`src/sapc_defines.vh`:
```
// Purpose: shared constants of the converter control block
// Assumes: mclk at 10 MHz (100 ns period)
// Notes:   times in ns, cycle counts derived from the clock period
`ifndef SAPC_DEFINES_VH
`define SAPC_DEFINES_VH

// ----------------------------------------------------------------
// timing
// ----------------------------------------------------------------
`define SAPC_CLK_PERIOD_NS   100
`define SAPC_T_CONV_NS       1600
// conversion split over the bit decisions; longest time rounds down
`define SAPC_CONV_CYCLES     (`SAPC_T_CONV_NS / `SAPC_CLK_PERIOD_NS)
`define SAPC_T_ACQ_NS        200
`define SAPC_T_WAKE_NS       350

// ----------------------------------------------------------------
// data layout and reset values
// ----------------------------------------------------------------
`define SAPC_RES_BITS        12
`define SAPC_RESULT_RESET    12'h000
`define SAPC_FIFO_DEPTH      16

// ----------------------------------------------------------------
// sequencer states
// ----------------------------------------------------------------
`define SAPC_ST_IDLE         2'h0
`define SAPC_ST_CLEAR        2'h1
`define SAPC_ST_TRIAL        2'h2
`define SAPC_ST_LOAD         2'h3

`endif

```
`src/sapc_fifo.v`:
```
// Purpose: result fifo with valid/ready on both sides
// Assumes: single clock, depth a power of two
// Notes:   full and empty come from an extra pointer bit
`include "sapc_defines.vh"

module sapc_fifo #(
    parameter WIDTH = `SAPC_RES_BITS,
    parameter DEPTH = `SAPC_FIFO_DEPTH,
    parameter AW    = 4
) (
    input  wire             mclk,
    input  wire             rst,
    input  wire [WIDTH-1:0] in_data,
    input  wire             in_valid,
    output wire             in_ready,
    output reg  [WIDTH-1:0] out_data,
    output wire             out_valid,
    input  wire             out_ready
);
    reg [WIDTH-1:0] mem [0:DEPTH-1];
    reg [AW:0]      wr_ptr;
    reg [AW:0]      rd_ptr;
    wire            push;
    wire            pop;
    wire            empty;
    wire            full;

    // ------------------------------------------------------------
    // flags
    // ------------------------------------------------------------
    assign empty     = (wr_ptr == rd_ptr);
    assign full      = (wr_ptr[AW] != rd_ptr[AW]) &&
                       (wr_ptr[AW-1:0] == rd_ptr[AW-1:0]);
    assign in_ready  = ~full;
    assign out_valid = ~empty;
    assign push      = in_valid & ~full;
    assign pop       = out_ready & ~empty;

    // storage write, no reset needed for data words
    always @(posedge mclk) begin
        if (push) begin
            mem[wr_ptr[AW-1:0]] <= in_data;
        end
    end

    // pointers; head word is read combinationally from memory, not registered
    always @(posedge mclk or posedge rst) begin
        if (rst) begin
            wr_ptr <= {(AW+1){1'b0}};
            rd_ptr <= {(AW+1){1'b0}};
        end else begin
            if (push) begin
                wr_ptr <= wr_ptr + 1'b1;
            end
            if (pop) begin
                rd_ptr <= rd_ptr + 1'b1;
            end
        end
    end

    // head word follows read pointer (fall-through, no added cycle)
    always @* begin
        out_data = mem[rd_ptr[AW-1:0]];
    end
endmodule

```
`src/sapc_trial.v`:
```
// Purpose: successive-approximation bit-trial register
// Assumes: comparator answer valid on each step cycle
// Notes:   one bit decided per step, top bit first
`include "sapc_defines.vh"

module sapc_trial #(
    parameter BITS = `SAPC_RES_BITS
) (
    input  wire            mclk,
    input  wire            rst,
    input  wire            clear,
    input  wire            step,
    input  wire            comp_keep,
    output reg  [BITS-1:0] bit_trial_register,
    output reg  [BITS-1:0] bit_pointer,
    output wire            last_bit
);
    assign last_bit = bit_pointer[0];

    // ------------------------------------------------------------
    // per-bit trial decisions
    // ------------------------------------------------------------
    always @(posedge mclk or posedge rst) begin
        if (rst) begin
            bit_pointer <= {BITS{1'b0}};
        end else if (clear) begin
            bit_pointer <= {1'b1, {(BITS-1){1'b0}}}; // start at top bit
        end else if (step) begin
            bit_pointer <= bit_pointer >> 1;
        end
    end

    genvar i;
    generate
        for (i = 0; i < BITS; i = i + 1) begin : g_bit
            // each bit: cleared, then takes the comparator answer on its step
            always @(posedge mclk or posedge rst) begin
                if (rst) begin
                    bit_trial_register[i] <= 1'b0;
                end else if (clear) begin
                    bit_trial_register[i] <= 1'b0;
                end else if (step && bit_pointer[i]) begin
                    bit_trial_register[i] <= comp_keep;
                end
            end
        end
    endgenerate
endmodule

```
`src/sapc_control.v`:
```
// Purpose: control of a 12-bit sampling converter, parallel host port
// Assumes: host pins synchronous to mclk; comparator from analog side
// Notes:   results also queue in a fifo for a streaming consumer
//
// Contract
// - A conversion begins on the falling edge of conversion_start_n.
// - Start and read strobes are ignored while chip_select_n is high.
// - Data pins are driven only while read_n and chip_select_n are low.
// - busy_n is low during a conversion and high otherwise.
// - The bit-trial register is cleared before any bit decision.
// - Start edges during a conversion are ignored.
// - Bits are decided one at a time from the top bit down.
// - The finished word is copied into the output latches.
// - Twelve data pins, the highest carrying the top bit.
// - No conversion starts while power_down_n is low.
// - A full conversion takes 1.4 us (14 mclk cycles of busy) on the internal clock.
`include "sapc_defines.vh"

module sapc_control #(
    parameter BITS       = `SAPC_RES_BITS,
    parameter FIFO_DEPTH = `SAPC_FIFO_DEPTH
) (
    input  wire            mclk,
    input  wire            rst,
    input  wire            chip_select_n,
    input  wire            conversion_start_n,
    input  wire            read_n,
    input  wire            power_down_n,
    input  wire            comp_keep,
    output wire            comp_trial_valid,
    output wire [BITS-1:0] comp_trial_word,
    output reg             busy_n,
    output wire [BITS-1:0] data_out,
    output wire [BITS-1:0] data_oe,
    output wire [BITS-1:0] stream_data,
    output wire            stream_valid,
    input  wire            stream_ready,
    output wire            result_dropped
);
    // ------------------------------------------------------------
    // timing derived from the clock
    // ------------------------------------------------------------
    // cycles per bit decision, rounded down from the conversion time
    // integer helpers keep the divisions exact before the cut to 8 bits
    localparam integer CONV_INT = `SAPC_CONV_CYCLES;
    localparam integer STEP_INT = (CONV_INT / BITS) < 1 ?
                                  1 : (CONV_INT / BITS);
    localparam [7:0] CONV_CYC = CONV_INT[7:0];
    localparam [7:0] STEP_CYC = STEP_INT[7:0];
    localparam [1:0] ST_IDLE  = `SAPC_ST_IDLE;
    localparam [1:0] ST_CLEAR = `SAPC_ST_CLEAR;
    localparam [1:0] ST_TRIAL = `SAPC_ST_TRIAL;
    localparam [1:0] ST_LOAD  = `SAPC_ST_LOAD;

    reg  [1:0]      state;
    reg  [1:0]      next_state;
    reg             start_prev;
    reg  [7:0]      step_cnt;
    reg  [BITS-1:0] out_latch;
    reg             drop_flag;
    wire            start_fall;
    wire            step;
    wire            clear;
    wire            last_bit;
    wire            fifo_ready;
    wire [BITS-1:0] trial_word;
    wire [BITS-1:0] bit_pointer;

    // ------------------------------------------------------------
    // start recognition
    // ------------------------------------------------------------
    // edge seen only while selected, so a deselected toggle is lost
    always @(posedge mclk or posedge rst) begin
        if (rst) begin
            start_prev <= 1'b1;
        end else begin
            start_prev <= conversion_start_n | chip_select_n;
        end
    end

    assign start_fall = start_prev & ~conversion_start_n &
                        ~chip_select_n;

    // ------------------------------------------------------------
    // sequencer
    // ------------------------------------------------------------
    always @* begin
        next_state = state;
        case (state)
            ST_IDLE: begin
                // power-down blocks the start entirely
                if (start_fall && power_down_n) begin
                    next_state = ST_CLEAR;
                end
            end
            ST_CLEAR: begin
                next_state = ST_TRIAL;
            end
            ST_TRIAL: begin
                // further start edges have no effect here
                if (step && last_bit) begin
                    next_state = ST_LOAD;
                end
            end
            ST_LOAD: begin
                next_state = ST_IDLE;
            end
            default: begin
                next_state = ST_IDLE;
            end
        endcase
    end

    always @(posedge mclk or posedge rst) begin
        if (rst) begin
            state <= ST_IDLE;
        end else begin
            state <= next_state;
        end
    end

    // per-bit pacing; 16 conversion cycles over twelve decisions rounds down to one per cycle
    always @(posedge mclk or posedge rst) begin
        if (rst) begin
            step_cnt <= 8'h00;
        end else if (state != ST_TRIAL || step) begin
            step_cnt <= 8'h00;
        end else begin
            step_cnt <= step_cnt + 8'h01;
        end
    end

    assign step  = (state == ST_TRIAL) &&
                   (step_cnt == STEP_CYC - 8'h01);
    assign clear = (state == ST_CLEAR);

    sapc_trial #(
        .BITS (BITS)
    ) u_trial (
        .mclk               (mclk),
        .rst                (rst),
        .clear              (clear),
        .step               (step),
        .comp_keep          (comp_keep),
        .bit_trial_register (trial_word),
        .bit_pointer        (bit_pointer),
        .last_bit           (last_bit)
    );

    // comparator sees current word with the bit under test set
    assign comp_trial_word  = trial_word | bit_pointer;
    assign comp_trial_valid = (state == ST_TRIAL);

    // ------------------------------------------------------------
    // output latches and busy
    // ------------------------------------------------------------
    // latch loads at the end of ST_LOAD; busy rises on the same edge, so a host
    // capturing on the busy rising edge sees the new word
    always @(posedge mclk or posedge rst) begin
        if (rst) begin
            out_latch <= `SAPC_RESULT_RESET;
        end else if (state == ST_LOAD) begin
            out_latch <= trial_word;
        end
    end

    always @(posedge mclk or posedge rst) begin
        if (rst) begin
            busy_n <= 1'b1;
        end else begin
            busy_n <= (next_state == ST_IDLE);
        end
    end

    // pin k carries latch bit k, top pin is the top bit
    assign data_out = out_latch;
    assign data_oe  = {BITS{~read_n & ~chip_select_n}};

    // ------------------------------------------------------------
    // result stream
    // ------------------------------------------------------------
    // a full fifo cannot stall the analog conversion, so the word is
    // dropped and flagged; the parallel latch still gets it
    sapc_fifo #(
        .WIDTH (BITS),
        .DEPTH (FIFO_DEPTH),
        .AW    (4)
    ) u_fifo (
        .mclk      (mclk),
        .rst       (rst),
        .in_data   (trial_word),
        .in_valid  (state == ST_LOAD),
        .in_ready  (fifo_ready),
        .out_data  (stream_data),
        .out_valid (stream_valid),
        .out_ready (stream_ready)
    );

    // sticky until reset
    always @(posedge mclk or posedge rst) begin
        if (rst) begin
            drop_flag <= 1'b0;
        end else if (state == ST_LOAD && !fifo_ready) begin
            drop_flag <= 1'b1;
        end
    end

    assign result_dropped = drop_flag;
endmodule

```
`config.mk`:
```
export PLATFORM = sky130hd
export DESIGN_NAME = sapc_control
export DESIGN_NICKNAME = d
export VERILOG_FILES = /design/src/sapc_fifo.v /design/src/sapc_trial.v /design/src/sapc_control.v
export VERILOG_INCLUDE_DIRS = /design/src /design/src/src
export SDC_FILE = /design/constraint.sdc
export NUM_CORES = 1
export LEC_CHECK = 0
export BUFFER_PORTS_ARGS = -buffer_cell sky130_fd_sc_hd__buf_4
export CAP_MARGIN = 40
export CORE_MARGIN = 10
export CORE_UTILIZATION = 45
export CTS_CLUSTER_DIAMETER = 80
export DETAILED_ROUTE_END_ITERATION = 16
export GPL_ROUTABILITY_DRIVEN = 0
export SLEW_MARGIN = 30
export SYNTH_ARGS = -nofsm -noshare
export SYNTH_HDL_FRONTEND = slang
export SYNTH_HIERARCHICAL = 1
export SYNTH_SLANG_ARGS = --single-unit
```
`constraint.sdc`:
```
create_clock -name mclk -period 3.3 [get_ports mclk]
set_clock_uncertainty 0.1 [all_clocks]
set_input_delay 0.165 -clock mclk [delete_from_list [all_inputs] [get_ports mclk]]
set_output_delay 0.165 -clock mclk [all_outputs]
set_load 0.01 [all_outputs]
```
== Word-level counts from Yosys, hierarchy flattened ==
Memory sizes are Yosys's and may differ from the RTL's.
Cells that the tools add are included.
Word-level totals
  bits in registers: 59
  memories: 1
  bits in writable memories: 192
  bits of input ports: 8
  output and inout port bits: 52
Memories
  u_fifo.mem: words 16, bits a word 12, rd ports 1, clocked after Yosys merged registers in 0, wr ports 1, line sapc_fifo.v:20  | reg [WIDTH-1:0] mem [0:DEPTH-1];
Cells by class
  bitwise operators: 12
  add/subtract/negate cells: 3
  eq/ne operators: 7
  reductions and logical operators: 33
  multiplexer cells: 32
Operators with widths (count)
  two-way mux 1 bit: 26
  nonzero test 2 bit: 13
  two-way mux 12 bit: 2
  logical AND 1 bit: 16
  OR 12 bit: 1
  adder 5 x 1 -> 5 bit, second input constant: 2
  adder 8 x 1 -> 8 bit, second input constant: 1
  logical NOT 8 bit: 1
  two-way mux 8 bit: 1
  case mux 2 bit (4 select lines): 1
  AND 1 bit: 5
  == test 5 bit: 1
  NOT 1 bit: 5
  == test 2 bit, second input constant: 2
  == test 4 bit: 1
  logical NOT 2 bit: 2
  two-way mux 2 bit: 2
  == test 2 x 1 -> 1 bit, second input constant: 1
  inequality test 2 bit, second input constant: 1
  logical OR 1 bit: 1
  inequality test 1 bit: 1
  OR 1 bit: 1

== Logic depth before layout (Yosys ltp) ==
Gate-level depths: netlist of run 1.
  depth after elaboration: 7
  depth in mapped cells: 8
  depth with buffers taken out: 6

== Modules after synthesis ==
Netlist of run 1, hierarchy kept.
By module, submodules not included
  sapc_fifo: cells each 382, sequential area each 6015.8 µm², area an instance 8020.2 µm², times used 1
  sapc_control: cells each 113, sequential area each 628.1 µm², area an instance 1285.0 µm², times used 1
  sapc_trial: cells each 93, sequential area each 600.6 µm², area an instance 1054.8 µm², times used 1

== Worst setup path before layout of run 1 ==
Ideal clock, no wire load.
  path kind: reg-to-reg
  from: register u_fifo.rd_ptr[1]
  to: memory u_fifo/mem[12][0] (netlist name) (enable)
  arrival time: 1.944 ns
  required time: 2.804 ns
  setup slack: 0.860 ns
  stages on the path, launching flop included: 7
  path buffers: 2
  cells stage by stage: dfrtp_1 -> buf_6 -> xnor2_1 -> nand4_2 -> buf_6 -> nor2_1 -> nor3_1
On the way
  cells in the longest elaborated chain, start to end: 6
RTL lines
  from (decl): line sapc_fifo.v:22  | reg [AW:0] rd_ptr;
  from (signal assigned): line sapc_fifo.v:50  | rd_ptr <= {(AW+1){1'b0}};
  from (signal assigned): line sapc_fifo.v:56  | rd_ptr <= rd_ptr + 1'b1;
  == test 4 bit: line sapc_fifo.v:33  | (wr_ptr[AW-1:0] == rd_ptr[AW-1:0]);
  logical AND 1 bit: line sapc_fifo.v:32  | assign full = (wr_ptr[AW] != rd_ptr[AW]) &&
  NOT 1 bit
  AND 1 bit: line sapc_fifo.v:36  | assign push = in_valid & ~full;
  two-way mux 1 bit: line sapc_fifo.v:41  | if (push) begin
  two-way mux 1 bit (not written as such): line sapc_fifo.v:42  | mem[wr_ptr[AW-1:0]] <= in_data;
  to (decl): line sapc_fifo.v:20
Every way passes these cells.

== Worst setup path in the final report of run 1 ==
  from: register u_fifo.rd_ptr[2]
  to: output stream_data[6]
On the way
  cells in the longest elaborated chain, start to end: 1
RTL lines
  memory (16 x 12 bit)
  to (decl): line sapc_control.v:35  | output wire [BITS-1:0] stream_data,
Every way passes these cells.

==> out/results.tsv, run 1 <==
stage	metric	value	unit
detailed_routing	DRC violation count after routing	0	
floorplan	initial core utilization	0.458	
synthesis	Post-Syn Area	10400	sq um
sta	Slew Viols, Final	0	
sta	relative slew slack	0.476	
detailed_routing	per-cell via count in the routed design	5.53	
global_routing	first-pass GRT wire length	33900	um
global_routing	vias in the first global route	5696	
critical_path	Critical Path Slowest Stage Cell	sky130_fd_sc_hd__buf_4	
power_and_ir_drop	highest ir drop seen on vdd	535	uV
sta	sum of negative setup slack	0	ns
global_routing	final global-route overflow total	0	
synthesis	EDFF count, synth	192	
critical_path	element type at the critical path start	flop	
final_layout	most common cell after layout, fill and taps aside	sky130_fd_sc_hd__edfxtp_1	
critical_path	chain of cells forming the critical path	buf_4 -> mux4_1 -> a22oi_1 -> nand2_1 -> buf_4	
cts	CTS sink count	251	
critical_path	arrival time reported for the critical path endpoint	2.56	ns
cts	Bufs on Longest Clock Path	3	
final_layout	number of antenna cells inserted	0	
global_routing	All-Layer GR Usage	0.150	
global_routing	number of antenna violations at the first check in global routing	0	
synthesis	top flip-flop cell by instance count after synthesis	sky130_fd_sc_hd__edfxtp_1	
floorplan	die boundary height	172	um
final_layout	relative area change from synthesis to final layout	16.6	%
cts	Gates resized, CTS repair	0	
placed_design	detailed placement HPWL	14100	um
floorplan	Core Rows	55	
synthesis	register area share after synthesis	0.699	
detailed_routing	DR WL/cell	22.5	um
sta	Worst-Margin Slew	0.786	ns
critical_path	maximum fanout encountered on the critical timing path	51	
power_and_ir_drop	areal power density over the cells	897	nW/um^2
critical_path	start-to-end type of the worst setup path	reg2out	
cts	Inserted Clock Buffers	26	
detailed_routing	number of vias in the routed layout	5344	
sta	setup repair after global routing missed its margin	false	
floorplan	Placeable Area	22600	sq um
power_and_ir_drop	reported leakage power	4.57	nW
cts	Clock Latency Late Sink	0.53	ns
cts	total number of H-tree levels	1	
synthesis	yosys synthesis warning count	6	
final_layout	Final #Nets	680	
outcome	result of the run	finished clean	
sta	highest clock frequency the design can meet	0.355	GHz
placed_design	placed instance count	911	
final_layout	highest-count cells in the layout ignoring fill and taps	sky130_fd_sc_hd__edfxtp_1 (192), sky130_fd_sc_hd__buf_4 (75), sky130_fd_sc_hd__dfrtp_1 (55)	
final_layout	Fill cells	1797	
floorplan	Top-Level Pins	60	
synthesis	number of distinct library cell variants in the gate-level netlist after synthesis	46	
hold_path	path type of the worst min-delay path	in2reg	
sta	time the final worst path needs with I/O delays and setup	2.82	ns
floorplan	DIE AREA	29500	sq um
sta	hold violation total from the final report	0	
cts	CTS root buf	sky130_fd_sc_hd__clkbuf_16	
cts	clock slew seen by the registers of the worst setup and hold paths	0.06	ns
floorplan	Die X	172	um
critical_path	critical path's most frequent cell	sky130_fd_sc_hd__buf_4	
synthesis	average cell area after synthesis	17.6	sq um
global_routing	largest net degree at the start of global routing	52	
cts	CTS tree	done	
final_layout	share of final-layout standard cells stronger than drive strength 1	0.286	
detailed_routing	final WL	21700	um
sta	final-report setup violation count	0	
placed_design	IO buf count	59	
detailed_routing	drt pass-1 iters	5	
synthesis	synthesized flop and latch total	251	
critical_path	sort of element at the end of the critical path	output port	
detailed_routing	DRC marker count from the first detailed-route iteration	402	
critical_path	peak per-stage delay on the critical path	0.57	ns
synthesis	share of async-settable or async-resettable flops after synthesis	0.235	
critical_path	worst path required time	3.03	ns
critical_path	Reg2Reg Setup Slack	0.99	ns
synthesis	gate count of the mapped netlist	588	
sta	share of the clock period used by the worst path after layout	0.855	
synthesis	syn_nets	607	
detailed_routing	remaining antenna violation count	0	
final_layout	post-route non-filler standard cell count	966	
job	max cap viols	0	
[worst max-delay path, delay by kind of cell (launching register included)]
family / cells / cell delay (ns)
AOI/OAI and AO/OA: 1 / 0.38
buffers and inverters: 2 / 0.73
DFF: 1 / 0.37
muxes: 1 / 0.40
and+or+nand+nor: 1 / 0.11
[power breakdown]
part	switching [mW]	internal [mW]
combinational	1.69	1.58
sequential	0.503	3.95
clock	1.16	1.94
total	3.36	7.48
[registers in the layout, indices dropped and copies added, names as in the netlist]
signal	flops
busy_n	1
data_out	12
result_dropped	1
start_prev	1
state	2
step_cnt	8
u_fifo/mem	192
u_fifo/rd_ptr	5
u_fifo/wr_ptr	5
u_trial/bit_pointer	12
u_trial/bit_trial_register	12
[Yosys cell counts, types with 14 or more instances]
library cell	instances	area, sq um
sky130_fd_sc_hd__a22oi_1	24	180
sky130_fd_sc_hd__buf_4	16	120
sky130_fd_sc_hd__dfrtp_1	57	1430
sky130_fd_sc_hd__edfxtp_1	192	5770
sky130_fd_sc_hd__inv_1	17	63.8
sky130_fd_sc_hd__mux2_2	14	158
sky130_fd_sc_hd__mux4_1	18	473
sky130_fd_sc_hd__mux4_2	30	676
sky130_fd_sc_hd__nand2_1	33	124
sky130_fd_sc_hd__nand2b_1	22	138
sky130_fd_sc_hd__nor2_1	24	90.1
[repair_timing]
item / CTS / global route
endpoints found under the hold margin: 68 / 0
buffers inserted: 0 / 0
endpoints found under the setup margin: 0 / 0
hold buffers: 6 / 0
[area by class of cell]
cell class	instances	area, sq um	area share
multi-input cells	280	2800	0.231
clock inverters	20	240	0.0199
flip-flops and latches	251	7250	0.600
repair buffers	85	701	0.0580
inverters	17	63.8	0.00528
well taps	285	357	0.0295
clock buffers	28	679	0.0562
[through the flow]
step | util | setup WS (ns) | power, mW | instance area [sq um] | hold WS (ns)
CTS | 0.533 | 0.502 | 11.0 | 12100 | 0.0549
finish | 0.534 | 0.480 | 10.8 | 12100 | 0.0693
global route | 0.534 | 0.433 | 11.4 | 12100 | 0.105
floorplan | - | 0.860 | 6.57 | 10400 | -0.0948
global placement | 0.484 | 0.840 | 7.75 | 11000 | 0.102
detailed placement | 0.490 | 1.02 | 7.84 | 11100 | 0.0957
[cell families after synthesis]
| kind of cell | after synthesis | share of synthesized area |
|---|---|---|
| flops | 251 | 0.699 |
| simple gates | 119 | 0.0594 |
| mux | 73 | 0.137 |
| compound gates | 62 | 0.0430 |
| buf+inv | 57 | 0.0356 |
| xor+xnor | 15 | 0.0127 |
| fa+ha+maj | 11 | 0.0133 |
[layer usage]
layer	wire length (um)	part of all wire	global-route usage	vias up
met5	0	0	0	-
met4	647	0.030	0.0495	0
met3	1320	0.061	0.0300	40
met2	10500	0.48	0.245	146
met1	9290	0.43	0.197	2755
li1	-	-	-	2403
[worst paths after layout]
path	from	to	depth (start not counted)
max	u_fifo/rd_ptr[2]$_DFFE_PP0P_	stream_data[6]	5
max in group asynchronous	rst	data_out[5]$_DFFE_PP0P_	4
min	chip_select_n	state[0]$_DFF_PP0_	4
min in group asynchronous	rst	u_trial/bit_pointer[7]$_DFFE_PP0P_	3
max reg2reg	u_fifo/wr_ptr[2]$_DFFE_PP0P_	u_fifo/mem[11][9]$_DFFE_PP_	5
min reg2reg	result_dropped$_DFFE_PP0P_	result_dropped$_DFFE_PP0P_	1
Power figures use the tool's default switching activity.
==> run 2: changes to the inputs <==
CTS_BUF_LIST = sky130_fd_sc_hd__clkbuf_8   (was unset)
==> out/results.tsv, run 2 (synthesis results as in run 1) <==
stage	metric	value	unit
global_routing	global-route met1 utilization	0.198	
sta	highest clock frequency the design can meet	0.359	GHz
cts	clock slew seen by the registers of the worst setup and hold paths	0.05	ns
critical_path	worst path required time	3.03	ns
floorplan	die boundary height	172	um
power_and_ir_drop	reported leakage power	4.58	nW
detailed_routing	final WL	22300	um
detailed_routing	per-cell via count in the routed design	5.43	
job	max cap viols	0	
cts	CTS root buf	sky130_fd_sc_hd__clkbuf_8	
final_layout	most common cell after layout, fill and taps aside	sky130_fd_sc_hd__edfxtp_1	
cts	CTS sink count	251	
cts	total number of H-tree levels	2	
placed_design	IO buf count	59	
floorplan	Placeable Area	22600	sq um
final_layout	flip-flop count of the largest register after layout	192	
sta	relative slew slack	0.453	
critical_path	sort of element at the end of the critical path	output port	
placed_design	detailed placement HPWL	14100	um
global_routing	largest net degree at the start of global routing	52	
outcome	result of the run	finished clean	
detailed_routing	DRC violation count after routing	0	
detailed_routing	number of vias in the routed layout	5409	
sta	share of the clock period used by the worst path after layout	0.844	
floorplan	initial core utilization	0.458	
hold_path	Hold Path Depth	4	
hold_path	path type of the worst min-delay path	in2reg	
final_layout	Final #Nets	697	
sta	Worst-Margin Slew	0.821	ns
final_layout	Fill cells	1823	
final_layout	number of antenna cells inserted	0	
global_routing	final global-route overflow total	0	
sta	sum of negative setup slack	0	ns
critical_path	arrival time reported for the critical path endpoint	2.52	ns
final_layout	post-route non-filler standard cell count	997	
sta	final setup margin	0.516	ns
critical_path	start-to-end type of the worst setup path	reg2out	
power_and_ir_drop	highest ir drop seen on vdd	612	uV
detailed_routing	drt pass-1 iters	4	
global_routing	vias in the first global route	5885	
critical_path	depth of the worst register-to-register path	5	
sta	setup repair after global routing missed its margin	false	
global_routing	first-pass GRT wire length	34800	um
sta	final-report setup violation count	0	
final_layout	share of final-layout standard cells stronger than drive strength 1	0.296	
floorplan	Top-Level Pins	60	
global_routing	number of antenna violations at the first check in global routing	0	
detailed_routing	remaining antenna violation count	0	
cts	post-CTS setup buffer count	0	
final_layout	relative area change from synthesis to final layout	15.5	%
sta	time the final worst path needs with I/O delays and setup	2.78	ns
placed_design	placed instance count	911	
cts	CTS tree	done	
floorplan	Core Rows	55	
sta	Slew Viols, Final	0	
floorplan	Die X	172	um
detailed_routing	DRC marker count from the first detailed-route iteration	418	
global_routing	global routing's busiest layer	met2	
cts	Clock Latency Late Sink	0.55	ns
floorplan	DIE AREA	29500	sq um
critical_path	element type at the critical path start	flop	
global_routing	met2 layer usage reported by global route	0.252	
global_routing	routing usage on met3	0.0399	
global_routing	All-Layer GR Usage	0.156	
power_and_ir_drop	areal power density over the cells	863	nW/um^2
sta	hold violation total from the final report	0	
cts	Bufs on Longest Clock Path	3	
placed_design	worst setup slack before clock tree synthesis	1.02	ns
detailed_routing	DR WL/cell	22.3	um
final_layout	highest-count cells in the layout ignoring fill and taps	sky130_fd_sc_hd__edfxtp_1 (192), sky130_fd_sc_hd__buf_4 (75), sky130_fd_sc_hd__dfrtp_1 (55)	
critical_path	maximum fanout encountered on the critical timing path	51	
cts	Inserted Clock Buffers	43	
-- run 2: changes by cell type in the layout (fill, tap and decap cells not counted), moves of 2 or more --
cell                        delta
sky130_fd_sc_hd__clkbuf_8     +46
sky130_fd_sc_hd__clkbuf_16    -27
sky130_fd_sc_hd__inv_1        +14
sky130_fd_sc_hd__bufinv_16     -5
sky130_fd_sc_hd__clkinv_1      +2
-- run 2: per-layer routing --
layer	wire, um	part of all wire	up-vias
li1	-	-	2445
met1	9250	0.42	2778
met2	11000	0.49	161
met3	1520	0.068	25
met4	501	0.022	0
met5	0	0	-
-- run 2: worst max-delay path: stages, from the launching register on --
cell and delay, ns:
sky130_fd_sc_hd__dfrtp_2 0.39, sky130_fd_sc_hd__buf_12 0.33, sky130_fd_sc_hd__mux4_1 0.60, sky130_fd_sc_hd__a22oi_1 0.34, sky130_fd_sc_hd__nand2_1 0.11, sky130_fd_sc_hd__buf_4 0.15
-- run 2: final timing paths --
check	from	to	slack, ns
worst max-delay path	u_fifo/rd_ptr[1]$_DFFE_PP0P_	stream_data[6]	0.52
worst min-delay path	chip_select_n	state[0]$_DFF_PP0_	0.07
max in group asynchronous	rst	data_out[5]$_DFFE_PP0P_	2.52
min in group asynchronous	rst	u_trial/bit_pointer[6]$_DFFE_PP0P_	0.10
worst max register to register	u_fifo/rd_ptr[3]$_DFFE_PP0P_	u_fifo/mem[11][2]$_DFFE_PP_	1.00
worst min register to register	result_dropped$_DFFE_PP0P_	result_dropped$_DFFE_PP0P_	0.36
-- run 2: power breakdown --
| group | internal [mW] | total (mW) | switching, mW |
|---|---|---|---|
| registers | 3.95 | 4.46 | 0.508 |
| clock network | 1.37 | 2.59 | 1.22 |
| logic | 1.58 | 3.28 | 1.70 |
-- run 2: area by class of cell --
| cell class | count | area [sq um] | area share |
|---|---|---|---|
| multi-input cells | 280 | 2800 | 0.234 |
| inverters | 17 | 63.8 | 0.00533 |
| repair buffers | 85 | 701 | 0.0586 |
| clock buffers | 46 | 633 | 0.0529 |
| clock inverters | 33 | 166 | 0.0139 |
| well taps | 285 | 357 | 0.0298 |
| flip-flops and latches | 251 | 7250 | 0.606 |
-- run 2: stage by stage --
| step | hold slack, ns | utilization | area [sq um] | total power [mW] |
|---|---|---|---|---|
| 6_report | 0.0680 | 0.528 | 12000 | 10.3 |
| 5_1_grt | 0.0924 | 0.528 | 12000 | 10.9 |
| 4_1_cts | 0.0452 | 0.528 | 11900 | 10.5 |
| 3_5_place_dp | 0.0957 | 0.490 | 11100 | 7.84 |
| 3_3_place_gp | 0.102 | 0.484 | 11000 | 7.75 |
| 2_1_floorplan | -0.0948 | - | 10400 | 6.57 |
-- run 2: repair_timing --
item                      CTS  global route
hold buffers                6             0
hold endpoints to repair   68             0
gates resized for setup     0             0
==> run 3: changes to the inputs <==
ABC_AREA = 1   (was unset)
clock period = 2.3 ns   (was 3.3 ns; I/O delays follow)
==> out/results.tsv, run 3 <==
stage	metric	value	unit
critical_path	element type at the critical path start	flop	
floorplan	die boundary height	175	um
critical_path	peak per-stage delay on the critical path	0.55	ns
cts	CTS tree	done	
sta	final-report setup violation count	4	
floorplan	DIE AREA	30800	sq um
synthesis	average cell area after synthesis	10.4	sq um
critical_path	Reg2Reg Launch Point	u_fifo/rd_ptr[0]$_DFFE_PP0P_	
synthesis	Synth area leaders	sky130_fd_sc_hd__edfxtp_1 (53%), sky130_fd_sc_hd__dfrtp_1 (13%), sky130_fd_sc_hd__nand2_1 (11%)	
outcome	violated checks	setup timing	
synthesis	syn_nets	1062	
critical_path	family with the most delay on the worst path	flip-flops	
floorplan	Top-Level Pins	60	
synthesis	cell type with the highest aggregate area in the netlist	sky130_fd_sc_hd__edfxtp_1	
final_layout	number of antenna cells inserted	0	
global_routing	final global-route overflow total	0	
synthesis	synthesized flop and latch total	251	
power_and_ir_drop	power consumption	16.3	mW
sta	highest clock frequency the design can meet	0.429	GHz
cts	Clock Latency Late Sink	0.54	ns
final_layout	relative area change from synthesis to final layout	19.5	%
global_routing	number of antenna violations at the first check in global routing	0	
global_routing	vias in the first global route	7449	
synthesis	top flip-flop cell by instance count after synthesis	sky130_fd_sc_hd__edfxtp_1	
detailed_routing	drt pass-1 iters	5	
cts	CTS root buf	sky130_fd_sc_hd__clkbuf_8	
critical_path	Reg2Reg Setup Slack	0.26	ns
critical_path	critical path buffer and inverter count	3	
floorplan	Die X	175	um
global_routing	first-pass GRT wire length	42000	um
global_routing	All-Layer GR Usage	0.175	
cts	Inserted Clock Buffers	42	
sta	Slew Viols, Final	0	
synthesis	yosys synthesis warning count	6	
cts	total number of H-tree levels	2	
job	max cap viols	0	
outcome	result of the run	complete, but fails checks	
hold_path	path type of the worst min-delay path	in2async	
detailed_routing	DR WL/cell	18.5	um
global_routing	largest net degree at the start of global routing	42	
cts	Bufs on Longest Clock Path	3	
sta	relative slew slack	0.456	
critical_path	start-to-end type of the worst setup path	reg2out	
synthesis	gate count of the mapped netlist	1043	
critical_path	maximum fanout encountered on the critical timing path	20	
detailed_routing	final WL	27700	um
sta	Worst-Margin Slew	0.817	ns
critical_path	worst path required time	2.09	ns
floorplan	Core Rows	56	
sta	sum of negative setup slack	-0.0896	ns
final_layout	flip-flop count of the largest register after layout	192	
sta	share of the clock period used by the worst path after layout	1.01	
critical_path	chain of cells forming the critical path	clkinv_8 -> buf_16 -> o21ai_1 -> nand3_1 -> nand3_2 -> nand2_1 -> buf_6	
final_layout	share of final-layout standard cells stronger than drive strength 1	0.217	
critical_path	arrival time reported for the critical path endpoint	2.12	ns
synthesis	list of most frequent post-synthesis cells	sky130_fd_sc_hd__nand2_1 (305), sky130_fd_sc_hd__edfxtp_1 (192), sky130_fd_sc_hd__nor2_1 (155)	
synthesis	register area share after synthesis	0.667	
sta	setup repair after global routing missed its margin	true	
synthesis	EDFF count, synth	192	
synthesis	share of Yosys cell area claimed by the top area cell type	0.531	
floorplan	Placeable Area	23600	sq um
detailed_routing	remaining antenna violation count	0	
placed_design	worst setup slack before clock tree synthesis	0.379	ns
power_and_ir_drop	highest ir drop seen on vdd	711	uV
cts	CTS sink count	251	
cts	clock slew seen by the registers of the worst setup and hold paths	0.06	ns
detailed_routing	number of vias in the routed layout	7513	
synthesis	share of async-settable or async-resettable flops after synthesis	0.235	
final_layout	most common cell after layout, fill and taps aside	sky130_fd_sc_hd__nand2_1	
synthesis	Post-Syn Area	10900	sq um
sta	time the final worst path needs with I/O delays and setup	2.33	ns
critical_path	depth of the worst register-to-register path	8	
placed_design	IO buf count	59	
final_layout	Fill cells	2073	
final_layout	Final #Nets	1167	
power_and_ir_drop	areal power density over the cells	1250	nW/um^2
detailed_routing	DRC marker count from the first detailed-route iteration	497	
critical_path	Critical Path Slowest Stage Cell	sky130_fd_sc_hd__dfrtp_4	
critical_path	reg2reg end	u_fifo/mem[1][11]$_DFFE_PP_	
sta	final setup margin	-0.0306	ns
synthesis	number of distinct library cell variants in the gate-level netlist after synthesis	33	
critical_path	sort of element at the end of the critical path	output port	
detailed_routing	DRC violation count after routing	0	
placed_design	detailed placement HPWL	15900	um
power_and_ir_drop	reported leakage power	5.53	nW
sta	hold violation total from the final report	0	
synthesis	top-count cell post-synth	sky130_fd_sc_hd__nand2_1	
detailed_routing	per-cell via count in the routed design	5.01	
final_layout	highest-count cells in the layout ignoring fill and taps	sky130_fd_sc_hd__nand2_1 (296), sky130_fd_sc_hd__edfxtp_1 (192), sky130_fd_sc_hd__nor2_1 (136)	
floorplan	initial core utilization	0.460	
-- run 3: stage by stage --
step / hold WS (ns) / utilization / cell area [sq um] / instances
after CTS: 0.0454 / 0.542 / 12800 / 1495
after global placement: 0.0674 / 0.495 / 11700 / 1404
after floorplan: -0.145 / - / 10900 / 1043
after detailed placement: 0.0787 / 0.495 / 11700 / 1405
final: 0.0532 / 0.550 / 13000 / 1499
after global routing: 0.0824 / 0.550 / 13000 / 1499
-- run 3: power breakdown --
| group | total (mW) | switching [mW] | internal (mW) | leakage, nW |
|---|---|---|---|---|
| logic | 6.59 | 3.99 | 2.60 | 2.53 |
| clock network | 3.52 | 1.72 | 1.80 | 0.460 |
| registers | 6.18 | 0.532 | 5.65 | 2.55 |
| total | 16.3 | 6.24 | 10.1 | 5.53 |
-- run 3: layer usage --
layer	share of wire	global-route usage	vias to the layer above
li1	-	-	3653
met1	0.45	0.231	3617
met2	0.47	0.279	201
met3	0.061	0.0414	42
met4	0.020	0.0565	0
met5	0	0	-
-- run 3: worst max path at each step --
stage	cells after the start	end	slack (ns)	startpoint
after detailed placement	8	u_fifo/mem[1][4]$_DFFE_PP_	0.38	u_fifo/rd_ptr[0]$_DFFE_PP0P_
after global placement	8	u_fifo/mem[1][4]$_DFFE_PP_	0.40	u_fifo/rd_ptr[0]$_DFFE_PP0P_
after floorplan	8	u_fifo/mem[14][0]$_DFFE_PP_	0.28	u_fifo/rd_ptr[0]$_DFFE_PP0P_
final	7	stream_data[0]	-0.03	u_fifo/rd_ptr[0]$_DFFE_PP0P_
after CTS	11	stream_data[11]	-0.05	u_fifo/rd_ptr[0]$_DFFE_PP0P_
after global routing	11	stream_data[0]	-0.16	u_fifo/rd_ptr[0]$_DFFE_PP0P_
-- run 3: worst reg2reg max path, delay by kind of cell (launching register included) --
| kind | cells | cell delay [ns] |
|---|---|---|
| buffers and inverters | 2 | 0.37 |
| DFF | 1 | 0.58 |
| and+or+nand+nor | 6 | 0.68 |
-- run 3: cell type report --
class | instances | area [sq um] | share of cell area
Tap cell | 319 | 399 | 0.0307
Inverter | 53 | 214 | 0.0165
Timing Repair Buffer | 119 | 1160 | 0.0890
Sequential cell | 251 | 7250 | 0.558
Clock buffer | 45 | 619 | 0.0477
Multi-Input combinational cell | 681 | 3220 | 0.248
Clock inverter | 31 | 129 | 0.00992
-- run 3: logic make-up after synthesis --
logic type	synth area share
flip-flops	0.667
XOR/XNOR	0.00484
AO/OA/AOI/OAI	0.0480
adder cells (fa/ha/maj)	0.0127
buffers and inverters	0.0525
AND/OR/NAND/NOR	0.215
-- run 3: repair_timing --
| item | CTS | global route |
|---|---|---|
| setup endpoints to repair | 12 | 12 |
| buffers inserted | 3 | 0 |
| hold buffers | 6 | 0 |
| resized for setup | 36 | 65 |
| cloned | 5 | 3 |
| hold endpoints to repair | 79 | 0 |
| pin swaps | 0 | 11 |
